**config.mk**
```make
export PLATFORM = sky130hd
export DESIGN_NAME = pao_formatter
export DESIGN_NICKNAME = d
export VERILOG_FILES = /design/src/core/pao_pkg.sv /design/src/core/pao_formatter.sv /design/src/core/pao_stage.sv
export VERILOG_INCLUDE_DIRS = /design/src /design/src/core
export SDC_FILE = /design/constraint.sdc
export NUM_CORES = 1
export LEC_CHECK = 0
export BUFFER_PORTS_ARGS = -buffer_cell sky130_fd_sc_hd__buf_2
export CAP_MARGIN = 20
export CORE_UTILIZATION = 25
export DETAILED_ROUTE_END_ITERATION = 8
export SLEW_MARGIN = 10
export SYNTH_ARGS = -nofsm -noshare
export SYNTH_HDL_FRONTEND = slang
export SYNTH_SLANG_ARGS = --single-unit
```
**constraint.sdc**
```tcl
create_clock -name clk -period 4.5 [get_ports clk]
set_clock_uncertainty 0.05 [all_clocks]
set_input_delay 1.125 -clock clk [delete_from_list [all_inputs] [get_ports clk]]
set_output_delay 1.125 -clock clk [all_outputs]
set_load 0.01 [all_outputs]
```
**src/core/pao_consts.svh**
```systemverilog
// Constants of the pipelined converter output formatter.
`ifndef PAO_CONSTS_SVH
`define PAO_CONSTS_SVH

// Output word width and number of two-bit pipeline stages.
`define PAO_WIDTH        10
`define PAO_NSTAGE       9
`define PAO_RES_W        12

// Latency in tenths of a convert cycle, and the sub-clock edges it takes.
`define PAO_LATENCY_X10  65
`define PAO_LAT_SUB      ((`PAO_LATENCY_X10 * 2) / 10)

// Residue thresholds and reference step, in output code units.
`define PAO_THR_HI       12'sh080
`define PAO_THR_LO       12'shF80
`define PAO_REF          12'sh200
`define PAO_RES_MAX      12'sh1FF
`define PAO_RES_MIN      12'shE00

// Mid-scale input level, which maps to residue zero.
`define PAO_MIDSCALE     10'h200

// Reset values.
`define PAO_DATA_RST     10'h000
`define PAO_RES_RST      12'sh000

`endif

```
**src/core/pao_pkg.sv**
```systemverilog
// Types shared by the converter output formatter files.
package pao_pkg;

    typedef enum logic [1:0]
    {
        PAO_DIG_NEG  = 2'b00,
        PAO_DIG_ZERO = 2'b01,
        PAO_DIG_POS  = 2'b10
    } pao_digit_t;

    typedef enum logic [1:0]
    {
        PAO_SH_TRACK = 2'b01,
        PAO_SH_HOLD  = 2'b10
    } pao_sh_phase_t;

endpackage

```
**src/core/pao_formatter.sv**
```systemverilog
// Digital side of a ten-bit pipelined converter: stages, alignment, output.
`timescale 1ns/1ns
`include "pao_consts.svh"

// Functional notes
// - Output word for a sample appears 6.5 convert cycles after its start.
// - Each conversion result is a 10-bit parallel word.
// - Offset binary: positive full scale gives all ones.
// - Coding select low or open gives offset binary.
// - Coding select high gives two's complement by inverting the top bit.
// - Output disable high puts all data outputs in high impedance.
// - Output disable low or open drives the data outputs normally.
// - Nine pipeline stages, each a two-bit quantizer and feedback converter.
// - Stages advance on a sub-clock at twice the convert clock rate.
// - Each stage result except the last is delayed to align with the last stage.
// - Redundant digits are combined so no output code goes missing.
// - Sample in the first non-overlapping phase, hold in the second.
module pao_formatter
    import pao_pkg::*;
#(
    parameter int NSTAGE  = `PAO_NSTAGE,
    parameter int LAT_SUB = `PAO_LAT_SUB
)
(
    input  wire logic        clk,
    input  wire logic        rstn,
    input  wire logic [9:0]  sample_in,
    input  wire logic        top_bit_invert_select,
    input  wire logic        output_disable,
    output logic             track_phase,
    output logic             hold_phase,
    output logic             data_strobe,
    output logic [9:0]       data_out,
    output logic             data_oe_n
);

    // Register stages between the corrector and the output word.
    localparam int PAD = LAT_SUB - NSTAGE - 2;

    pao_sh_phase_t           phase_reg;
    pao_sh_phase_t           phase_next;
    wire                     take_w;
    logic signed [11:0]      hold_reg;
    logic signed [11:0]      hold_next;
    logic signed [11:0]      res_w [0:NSTAGE];
    logic [1:0]              dig_w [0:NSTAGE-1];
    logic [1:0]              al_w [0:NSTAGE-1];
    logic signed [11:0]      term_w [0:NSTAGE-1];
    logic signed [11:0]      sum_w [0:NSTAGE];
    logic signed [11:0]      corr_next;
    logic [9:0]              corr_reg;
    logic [9:0]              pad_reg [0:PAD-1];
    logic [LAT_SUB-1:0]      vld_reg;
    logic [9:0]              data_reg;
    logic [9:0]              data_next;
    logic                    upd_reg;

    // The clock is the sub-clock; two of its edges make one convert cycle,
    // so each sub-clock edge advances the pipeline by one stage.
    assign phase_next = (phase_reg == PAO_SH_TRACK) ? PAO_SH_HOLD
                                                    : PAO_SH_TRACK;
    assign take_w      = (phase_reg == PAO_SH_TRACK);
    assign track_phase = (phase_reg == PAO_SH_TRACK);
    assign hold_phase  = (phase_reg == PAO_SH_HOLD);

    // The held value only changes in the track phase, so stage one sees a
    // steady input through the hold phase.
    assign hold_next = take_w ? ($signed({2'b00, sample_in})
                                 - $signed({2'b00, `PAO_MIDSCALE}))
                              : hold_reg;

    always_ff @(posedge clk or negedge rstn)
    begin
        if (!rstn)
        begin
            phase_reg <= PAO_SH_TRACK;
            hold_reg  <= `PAO_RES_RST;
        end
        else
        begin
            phase_reg <= phase_next;
            hold_reg  <= hold_next;
        end
    end

    assign res_w[0] = hold_reg;
    assign sum_w[0] = `PAO_RES_RST;

    genvar gi;
    generate
        for (gi = 0; gi < NSTAGE; gi = gi + 1)
        begin : g_stage
            localparam int DEPTH = NSTAGE - 1 - gi;

            pao_stage pao_stage_inst
            (
                .clk       (clk),
                .rstn      (rstn),
                .res_in    (res_w[gi]),
                .res_reg   (res_w[gi+1]),
                .digit_reg (dig_w[gi])
            );

            if (DEPTH == 0)
            begin : g_nodelay
                assign al_w[gi] = dig_w[gi];
            end
            else
            begin : g_delay
                logic [1:0] dl_reg [0:DEPTH-1];

                always_ff @(posedge clk or negedge rstn)
                begin
                    if (!rstn)
                    begin
                        for (int k = 0; k < DEPTH; k++)
                        begin
                            dl_reg[k] <= PAO_DIG_ZERO;
                        end
                    end
                    else
                    begin
                        dl_reg[0] <= dig_w[gi];
                        for (int k = 1; k < DEPTH; k++)
                        begin
                            dl_reg[k] <= dl_reg[k-1];
                        end
                    end
                end

                assign al_w[gi] = dl_reg[DEPTH-1];
            end

            // Each digit is -1, 0 or +1 at its binary weight; the overlap
            // between neighbouring stages absorbs comparator offsets.
            assign term_w[gi] = ($signed({10'h000, al_w[gi]}) - 12'sh001)
                                <<< DEPTH;
            assign sum_w[gi+1] = sum_w[gi] + term_w[gi];
        end
    endgenerate

    // The sign of the final residue acts as the last, redundant bit.
    assign corr_next = sum_w[NSTAGE] + `PAO_REF
                       - $signed({11'h000, res_w[NSTAGE][11]});

    always_ff @(posedge clk or negedge rstn)
    begin
        if (!rstn)
        begin
            corr_reg <= `PAO_DATA_RST;
            for (int k = 0; k < PAD; k++)
            begin
                pad_reg[k] <= `PAO_DATA_RST;
            end
        end
        else
        begin
            corr_reg   <= corr_next[9:0];
            pad_reg[0] <= corr_reg;
            for (int k = 1; k < PAD; k++)
            begin
                pad_reg[k] <= pad_reg[k-1];
            end
        end
    end

    // The output word only loads when a real sample reaches the end, so the
    // duplicate entries made during hold phases never show.
    assign data_next = vld_reg[LAT_SUB-1] ? pad_reg[PAD-1]
                                          : data_reg;

    always_ff @(posedge clk or negedge rstn)
    begin
        if (!rstn)
        begin
            vld_reg  <= '0;
            data_reg <= `PAO_DATA_RST;
            upd_reg  <= 1'b0;
        end
        else
        begin
            vld_reg  <= {vld_reg[LAT_SUB-2:0], take_w};
            data_reg <= data_next;
            upd_reg  <= vld_reg[LAT_SUB-1];
        end
    end

    assign data_strobe = upd_reg;

    // Coding and disable act at the pins without a register; both controls
    // are meant to be static, so a change mid-stream is not resynchronised.
    assign data_out  = data_reg
                       ^ {top_bit_invert_select, 9'h000};
    assign data_oe_n = output_disable;

    // Counts edges since reset so the first word can be held to its
    // latency; it saturates one past the latency and then stays there.
    localparam int FILL = LAT_SUB + 1;

    logic [4:0]              fill_reg;
    logic [4:0]              fill_next;

    assign fill_next = (fill_reg == 5'(FILL)) ? fill_reg
                                              : fill_reg + 5'h01;

    always_ff @(posedge clk or negedge rstn)
    begin
        if (!rstn)
        begin
            fill_reg <= 5'h00;
        end
        else
        begin
            fill_reg <= fill_next;
        end
    end
endmodule

```
**src/core/pao_stage.sv**
```systemverilog
// One two-bit redundant pipeline stage: quantizer, feedback step, residue.
`timescale 1ns/1ns
`include "pao_consts.svh"

module pao_stage
    import pao_pkg::*;
(
    input  wire logic               clk,
    input  wire logic               rstn,
    input  wire logic signed [11:0] res_in,
    output logic signed [11:0]      res_reg,
    output logic [1:0]              digit_reg
);

    wire                    above_w;
    wire                    below_w;
    wire signed [11:0]      twice_w;
    logic signed [11:0]     res_next;
    logic [1:0]             digit_next;

    assign above_w = (res_in >= `PAO_THR_HI);
    assign below_w = (res_in < `PAO_THR_LO);
    assign twice_w = res_in <<< 1;

    // The feedback converter subtracts one reference step for a positive digit, adds one for a negative digit.
    assign res_next = above_w ? (twice_w - `PAO_REF) :
                      below_w ? (twice_w + `PAO_REF) : twice_w;
    assign digit_next = above_w ? PAO_DIG_POS :
                        below_w ? PAO_DIG_NEG : PAO_DIG_ZERO;

    always_ff @(posedge clk or negedge rstn)
    begin
        if (!rstn)
        begin
            res_reg   <= `PAO_RES_RST;
            digit_reg <= PAO_DIG_ZERO;
        end
        else
        begin
            res_reg   <= res_next;
            digit_reg <= digit_next;
        end
    end
endmodule

```
==> impl_metrics.env, run 1 <==
export IMPL_area_growth_pct=17.6
export IMPL_status="complete, no violations"
export IMPL_crit_slowest_cell="dfstp_2"
export IMPL_arrival_ps=4710
export IMPL_grt_use_met1_pct=7.81
export IMPL_synth_edf_count=0
export IMPL_worst_slew_pin_slew_ps=727
export IMPL_cts_tree="built"
export IMPL_drc=0
export IMPL_grt_max_degree=96
export IMPL_diodes=0
export IMPL_whs_ps=295
export IMPL_ys_seq_area_share_pct=66.5
export IMPL_path_class="reg2reg"
export IMPL_largest_register_ffs=61
export IMPL_r2r_cells=14
export IMPL_fp_dieArea_um2=33600
export IMPL_cap_violations=0
export IMPL_holdPathStages=0
export IMPL_grt_use_met3_pct=1.69
export IMPL_synth_nets=666
export IMPL_critPathMaxFanout=2
export IMPL_synthesis_area_um2=8220
export IMPL_fin_tns_setup_ps=0
export IMPL_grtUsageMet2_pct=10.7
export IMPL_clk_pin_slew_worst_paths_ps=60
export IMPL_via_per_inst=3.57
export IMPL_fin_crit_sh_pct=97.6
export IMPL_ios=28
export IMPL_end_kind="flip-flop"
export IMPL_synth_cell_type_count=39
export IMPL_post_place_ws_ps=-120
export IMPL_syn_area_per_cell_um2=14.3
export IMPL_core_area_um2=32500
export IMPL_crit_required_ps=4820
export IMPL_cts_hold_buf=0
export IMPL_drive_gt1_share_pct=23.9
export IMPL_grt_remaining_overflow=0
export IMPL_final_max_slew_viol_count=0
export IMPL_grt_pass1_vias=3940
export IMPL_relSlewSlack_pct=51.5
export IMPL_fp_row_count=66
export IMPL_hpwl_um=6420
export IMPL_wire_per_inst_um=9.22
export IMPL_critPathLaunchType="flip-flop"
export IMPL_synthCells=575
export IMPL_numPortBuffers=25
export IMPL_hp_start="g_stage[3].g_delay.dl_reg[9]"
export IMPL_initial_core_util_pct=25.3
export IMPL_antenna_found_initial=0
export IMPL_reg2reg_to="corr_reg[9]"
export IMPL_yosysWarnings=0
export IMPL_max_freq_mhz=228
export IMPL_ys_flop_type="dfrtp_1"
export IMPL_ys_ff_latch=216
export IMPL_critical_path_cell_chain="inv_1 > ha_1 > inv_1 > fa_1 > inv_1 > fa_1 > inv_1 > fa_1 > fa_1 > ha_1 > ha_4 > a21oi_2 > xnor3_1 > xnor2_1"
export IMPL_rr_startpoint="al_w[14]"
export IMPL_drt_total_wl_um=9930
export IMPL_layout_setup_ws_ps=109
export IMPL_num_nets_final=712
export IMPL_cts_buffers=20
export IMPL_ant_nets=0
export IMPL_drt_first_iter_violations=115
export IMPL_h_tree_depth=1
export IMPL_period_needed_ps=4390
export IMPL_rsz0062_at_grt="yes"
export IMPL_firstDrtPassIters=6
export IMPL_dieWidth_um=183
export IMPL_clock_latency_ps=490
export IMPL_fin_util_pct=29.8
export IMPL_grt_use_total_pct=6.39
export IMPL_min_path_type="reg2reg"
export IMPL_vias=3847
export IMPL_grt_busiest_layer="met2"
export IMPL_cpPeakStageDelay_ps=540
export IMPL_clk_path_buf_depth=3
export IMPL_setup_violations_final=0
export IMPL_cts_root_buf="clkbuf_16"
export IMPL_min_to="g_stage[3].g_delay.dl_reg[7]"
export IMPL_grt_pass1_wl_um=17700
export IMPL_synthArstFlopShare_pct=100
export IMPL_die_h_um=183
export IMPL_gp_congestion=0.738
export IMPL_cts_sinks=216
export IMPL_finalHoldViolations=0
export IMPL_rrSetupSlack_ps=110
## layout make-up
type / instances / area, um2
multi-input combinational: 259 / 2440
inverter: 87 / 327
clock buffer: 29 / 576
sequential: 216 / 5460
timing repair buffer: 37 / 236
fill: 3248 / 22800
clock inverter: 7 / 71.3
tap: 442 / 553
## worst max-delay path, delay by kind of cell (launching register included)
family / cells / cell delay (ps)
compound gates: 1 / 130
flops: 1 / 540
fa+ha+maj: 7 / 2820
buf+inv: 4 / 200
xor+xnor: 2 / 550
## cell usage in the layout (no fill, tap or decap), drive strengths merged
cell / n
a211oi: 3
a21boi: 1
a21o: 3
a21oi: 13
a221oi: 1
a31oi: 2
a32oi: 1
and2: 3
and3: 1
buf: 36
bufinv: 1
clkbuf: 30
clkinv: 2
clkinvlp: 3
dfrtp: 170
dfstp: 46
fa: 18
ha: 59
inv: 88
mux2: 18
mux2i: 8
nand2: 21
nand2b: 1
nand3: 14
nand3b: 3
nand4: 1
nor2: 19
nor2b: 2
nor3: 1
nor4: 2
o211ai: 1
o21a: 5
o21ai: 19
o31ai: 5
or2: 1
xnor2: 29
xnor3: 1
xor2: 3
## synthesized netlist by cell type (5+ instances only)
master | n | area [um2]
dfstp_2 | 46 | 1210
nor2_1 | 19 | 71.3
buf_4 | 10 | 75.1
fa_1 | 18 | 360
nand2_1 | 21 | 78.8
o21ai_0 | 19 | 95.1
nand3_1 | 14 | 70.1
dfrtp_1 | 170 | 4250
a21oi_1 | 11 | 55.1
o21a_1 | 5 | 37.5
inv_1 | 87 | 327
xnor2_1 | 29 | 254
mux2_2 | 18 | 203
o31ai_1 | 5 | 37.5
ha_1 | 59 | 738
mux2i_1 | 8 | 80.1
## repair_timing
item,4_1_cts,5_1_grt
gates resized for setup,1,17
pin swaps,2,13
endpoints found under the setup margin,1,1
setup buffers,0,2
## layer usage
layer	vias up	wire length (um)
met3	26	395
met5	-	0
met2	51	4660
li1	1912	-
met4	0	309
met1	1858	4570
## through the flow
stage,cell area [um2],cells
floorplan,8230,575
global placement,8920,1039
detailed placement,8920,1039
CTS,9580,1075
global route,9660,1077
finish,9660,1077
## logic make-up (layout without fill, tap and decap cells)
logic type	after synthesis	in the layout	share of synthesized area [%]
flip-flops	216	216	66.5
AND/OR/NAND/NOR	69	69	3.87
adder cells (fa/ha/maj)	77	77	13.4
AO/OA/AOI/OAI	54	54	4.14
buffers and inverters	100	160	5.04
XOR/XNOR	33	33	3.68
multiplexers	26	26	3.44
## how the worst max path moves through the flow
| stage | start | end | depth (start not counted) |
|---|---|---|---|
| after floorplan | al_w[12] | corr_reg[9] | 15 |
| after global placement | al_w[12] | corr_reg[9] | 15 |
| after detailed placement | al_w[12] | corr_reg[9] | 15 |
| after CTS | al_w[12] | corr_reg[9] | 15 |
| after global routing | al_w[14] | corr_reg[9] | 14 |
| final | al_w[14] | corr_reg[9] | 14 |
Power of run 1 is left out: the tool's default activity adds up to more than one toggle a clock period on the data nets, which glitch-free logic cannot reach.
==> run 2: changes to the inputs <==
Settings changed: BUFFER_PORTS_ARGS -buffer_cell sky130_fd_sc_hd__buf_2 to -buffer_cell sky130_fd_sc_hd__buf_4, SYNTH_HIERARCHICAL from default to 1.
==> impl_metrics.env, run 2 <==
export IMPL_status="complete, no violations"
export IMPL_ant_nets=0
export IMPL_fp_dieArea_um2=36400
export IMPL_cts_tree="built"
export IMPL_cts_buffers=21
export IMPL_arrival_ps=4670
export IMPL_relSlewSlack_pct=58.8
export IMPL_final_max_slew_viol_count=0
export IMPL_whs_ps=291
export IMPL_critPathMaxFanout=3
export IMPL_fp_row_count=68
export IMPL_layout_setup_ws_ps=146
export IMPL_grt_pass1_vias=4467
export IMPL_grt_max_degree=94
export IMPL_postCtsSetupBuffers=0
export IMPL_synthesis_area_um2=8900
export IMPL_firstDrtPassIters=4
export IMPL_cts_sinks=223
export IMPL_final_cell_mix="dfrtp_1, inv_1, ha_1"
export IMPL_clock_latency_ps=500
export IMPL_grt_use_total_pct=6.54
export IMPL_area_growth_pct=15.2
export IMPL_min_path_type="reg2reg"
export IMPL_diodes=0
export IMPL_initial_core_util_pct=25.6
export IMPL_end_kind="flip-flop"
export IMPL_drive_gt1_share_pct=21.8
export IMPL_ios=28
export IMPL_finalHoldViolations=0
export IMPL_design_area_um2=10300
export IMPL_grt_pass1_wl_um=20100
export IMPL_core_area_um2=34800
export IMPL_final_common_cell="dfrtp_1"
export IMPL_rsz0062_at_grt="no"
export IMPL_antenna_found_initial=0
export IMPL_drt_first_iter_violations=181
export IMPL_largest_register_ffs=68
export IMPL_synth_nets=722
export IMPL_drc=0
export IMPL_holdPathStages=0
export IMPL_cpPeakStageDelay_ps=590
export IMPL_cap_violations=0
export IMPL_post_place_ws_ps=26.6
export IMPL_fillers=3459
export IMPL_h_tree_depth=1
export IMPL_num_nets_final=752
export IMPL_path_class="reg2reg"
export IMPL_via_per_inst=3.75
export IMPL_cts_root_buf="clkbuf_16"
export IMPL_numPortBuffers=25
export IMPL_grt_remaining_overflow=0
export IMPL_fin_tns_setup_ps=0
export IMPL_crit_slowest_cell="fa_1"
export IMPL_yosysWarnings=6
export IMPL_crit_required_ps=4810
export IMPL_period_needed_ps=4350
export IMPL_vias=4245
export IMPL_die_h_um=191
export IMPL_clk_path_buf_depth=3
export IMPL_drt_total_wl_um=11000
export IMPL_critPathLaunchType="flip-flop"
export IMPL_syn_area_per_cell_um2=14.1
export IMPL_gp_congestion=0.766
export IMPL_clk_pin_slew_worst_paths_ps=60
export IMPL_wire_per_inst_um=9.74
export IMPL_dieWidth_um=191
export IMPL_max_freq_mhz=230
export IMPL_hpwl_um=7180
export IMPL_rrSetupSlack_ps=150
export IMPL_fin_crit_sh_pct=96.8
export IMPL_setup_violations_final=0
export IMPL_post_dp_cell_area_um2=9520
export IMPL_synthCells=633
export IMPL_critical_path_cell_chain="inv_1 > ha_1 > fa_1 > inv_1 > fa_1 > inv_1 > fa_1 > inv_1 > fa_1 > ha_4 > ha_4 > a21o_1 > a21oi_2 > xnor3_1"
export IMPL_r2r_cells=14
export IMPL_worst_slew_pin_slew_ps=618
## run 2: layout make-up
type	instances	area (um2)	share of cell area, %
sequential	223	5640	55.0
timing repair buffer	29	238	2.32
clock inverter	10	140	1.37
tap	455	569	5.55
inverter	76	285	2.78
multi-input combinational	312	2820	27.5
clock buffer	28	572	5.57
## run 2: timing repair
item                       CTS  global route
resized for setup            0             4
setup endpoints to repair    0             1
hold buffers                 0             0
## run 2: layer usage
layer	vias to the layer above	wire (um)	global-route usage [%]
met2	55	4990	10.5
met1	2062	5290	8.47
met3	26	479	1.80
met5	-	0	0
met4	0	285	2.09
li1	2102	-	-
## run 2: worst paths after layout
kind | start | end
max | al_w[12] | corr_reg[9]
min | g_stage[1].pao_stage_inst/res_reg[5] | g_stage[2].pao_stage_inst/res_reg[6]
max reg2reg | al_w[12] | corr_reg[9]
min reg2reg | g_stage[1].pao_stage_inst/res_reg[5] | g_stage[2].pao_stage_inst/res_reg[6]
max in group asynchronous | rstn | phase_reg[0]
min in group asynchronous | rstn | pad_reg[0]
## run 2: metrics by stage
step	std cells	utilization, %
5_1_grt	1133	29.5
3_3_place_gp	1095	27.4
6_report	1133	29.5
3_5_place_dp	1095	27.4
2_1_floorplan	633	-
4_1_cts	1133	29.4
## run 2: critical path: cells and delay by family, from the launching register on
| family | cells | cell delay (ps) |
|---|---|---|
| flops | 1 | 510 |
| compound gates | 2 | 320 |
| fa+ha+maj | 7 | 2850 |
| xor+xnor | 1 | 310 |
| buf+inv | 4 | 200 |
Power of run 2 is left out for the same reason.
==> run 3: changes to the inputs <==
Settings changed: CORE_UTILIZATION 25 to 29.
==> impl_metrics.env, run 3 (synthesis results as in run 2) <==
export IMPL_drt_first_iter_violations=198
export IMPL_post_place_ws_ps=-7.23
export IMPL_diodes=0
export IMPL_die_h_um=177
export IMPL_grt_remaining_overflow=0
export IMPL_seqCellArea_um2=5640
export IMPL_critical_path_cell_chain="inv_1 > ha_1 > fa_1 > inv_1 > fa_1 > inv_1 > fa_1 > inv_1 > fa_1 > ha_4 > ha_4 > a21o_1 > a21oi_2 > xnor3_1"
export IMPL_grt_pass1_wl_um=20000
export IMPL_clock_latency_ps=500
export IMPL_numPortBuffers=25
export IMPL_layout_setup_ws_ps=216
export IMPL_cts_root_buf="clkbuf_16"
export IMPL_relSlewSlack_pct=50.5
export IMPL_postCtsSetupBuffers=0
export IMPL_period_needed_ps=4280
export IMPL_final_cell_mix="dfrtp_1, inv_1, ha_1"
export IMPL_dieWidth_um=177
export IMPL_critPathMaxFanout=3
export IMPL_fin_crit_sh_pct=95.2
export IMPL_grt_use_total_pct=7.57
export IMPL_design_area_um2=10200
export IMPL_multi_input_area_um2=2820
export IMPL_largest_register_ffs=68
export IMPL_max_freq_mhz=233
export IMPL_cts_buffers=22
export IMPL_cts_tree="built"
export IMPL_area_growth_pct=14.5
export IMPL_via_per_inst=3.99
export IMPL_cts_sinks=223
export IMPL_setup_violations_final=0
export IMPL_cap_violations=0
export IMPL_core_area_um2=30000
export IMPL_h_tree_depth=1
export IMPL_wire_per_inst_um=10.0
export IMPL_drt_total_wl_um=10800
export IMPL_cts_hold_buf=0
export IMPL_firstDrtPassIters=4
export IMPL_min_path_type="reg2reg"
export IMPL_num_nets_final=754
export IMPL_ios=28
export IMPL_fillers=2936
export IMPL_finalHoldViolations=0
export IMPL_hpwl_um=7160
export IMPL_clk_pin_slew_worst_paths_ps=60
export IMPL_final_common_cell="dfrtp_1"
export IMPL_drive_gt1_share_pct=22.5
export IMPL_vias=4278
export IMPL_ant_nets=0
export IMPL_status="complete, no violations"
export IMPL_final_max_slew_viol_count=0
export IMPL_crit_slowest_cell="dfstp_2"
export IMPL_arrival_ps=4610
export IMPL_gp_congestion=0.795
export IMPL_grt_pass1_vias=4605
export IMPL_crit_required_ps=4820
export IMPL_grt_max_degree=104
export IMPL_fp_dieArea_um2=31400
export IMPL_fp_row_count=63
export IMPL_fin_tns_setup_ps=0
export IMPL_initial_core_util_pct=29.7
export IMPL_drc=0
export IMPL_cpPeakStageDelay_ps=510
export IMPL_post_dp_cell_area_um2=9440
export IMPL_path_class="reg2reg"
export IMPL_rsz0062_at_grt="no"
export IMPL_critPathLaunchType="flip-flop"
export IMPL_antenna_found_initial=0
export IMPL_rrSetupSlack_ps=220
export IMPL_end_kind="flip-flop"
export IMPL_worst_slew_pin_slew_ps=742
export IMPL_clk_path_buf_depth=3
==> run 3: cell count changes in the layout (fill, tap and decap cells not counted), sizes merged <==
cell / previous run / this run
bufinv: 3 / 1
clkinv: 6 / 9
clkinvlp: 0 / 2
inv: 77 / 75
buf: 29 / 30
clkbuf: 28 / 29
==> run 3: metal layers <==
metal / track usage [%] / routed length (um)
met1: 9.15 / 4850
met2: 13.0 / 5210
met3: 1.91 / 409
met4: 2.73 / 284
met5: 0 / 0
==> run 3: final cells by class <==
type                    instances  area share [%]
inverters                      76            2.80
multi-input cells             312            27.6
repair buffers                 30            2.41
well taps                     390            4.79
flip-flops and latches        223            55.3
clock inverters                11            1.02
clock buffers                  29            6.05
==> run 3: path summary, 6_finish.rpt <==
check                           start                             to  depth (start not counted)
setup / recovery             al_w[12]                    corr_reg[9]                         14
hold / removal             vld_reg[7]                     vld_reg[8]                          0
setup reg to reg             al_w[12]                    corr_reg[9]                         14
hold reg to reg            vld_reg[7]                     vld_reg[8]                          0
max in group asynchronous        rstn  g_stage[0].g_delay.dl_reg[14]                          2
min in group asynchronous        rstn                    data_reg[0]                          1
==> run 3: through the flow <==
stage | util [%] | cells | hold WS, ps
2_1_floorplan | - | 633 | 281
3_3_place_gp | 31.5 | 1031 | 281
3_5_place_dp | 31.5 | 1031 | 285
4_1_cts | 33.9 | 1071 | 297
5_1_grt | 34.0 | 1071 | 299
6_report | 34.0 | 1071 | 293
==> run 3: repair_timing <==
action,CTS,global route
endpoints found under the setup margin,1,1
resized for setup,1,3
pin swaps,0,2
==> run 3: critical path, delay by kind of cell, from the launching register on <==
| family | cells | cell delay (ps) |
|---|---|---|
| buffers and inverters | 4 | 200 |
| adder cells (fa/ha/maj) | 7 | 2770 |
| AO/OA/AOI/OAI | 2 | 320 |
| XOR/XNOR | 1 | 310 |
| flip-flops | 1 | 510 |
Power of run 3 is left out for the same reason.
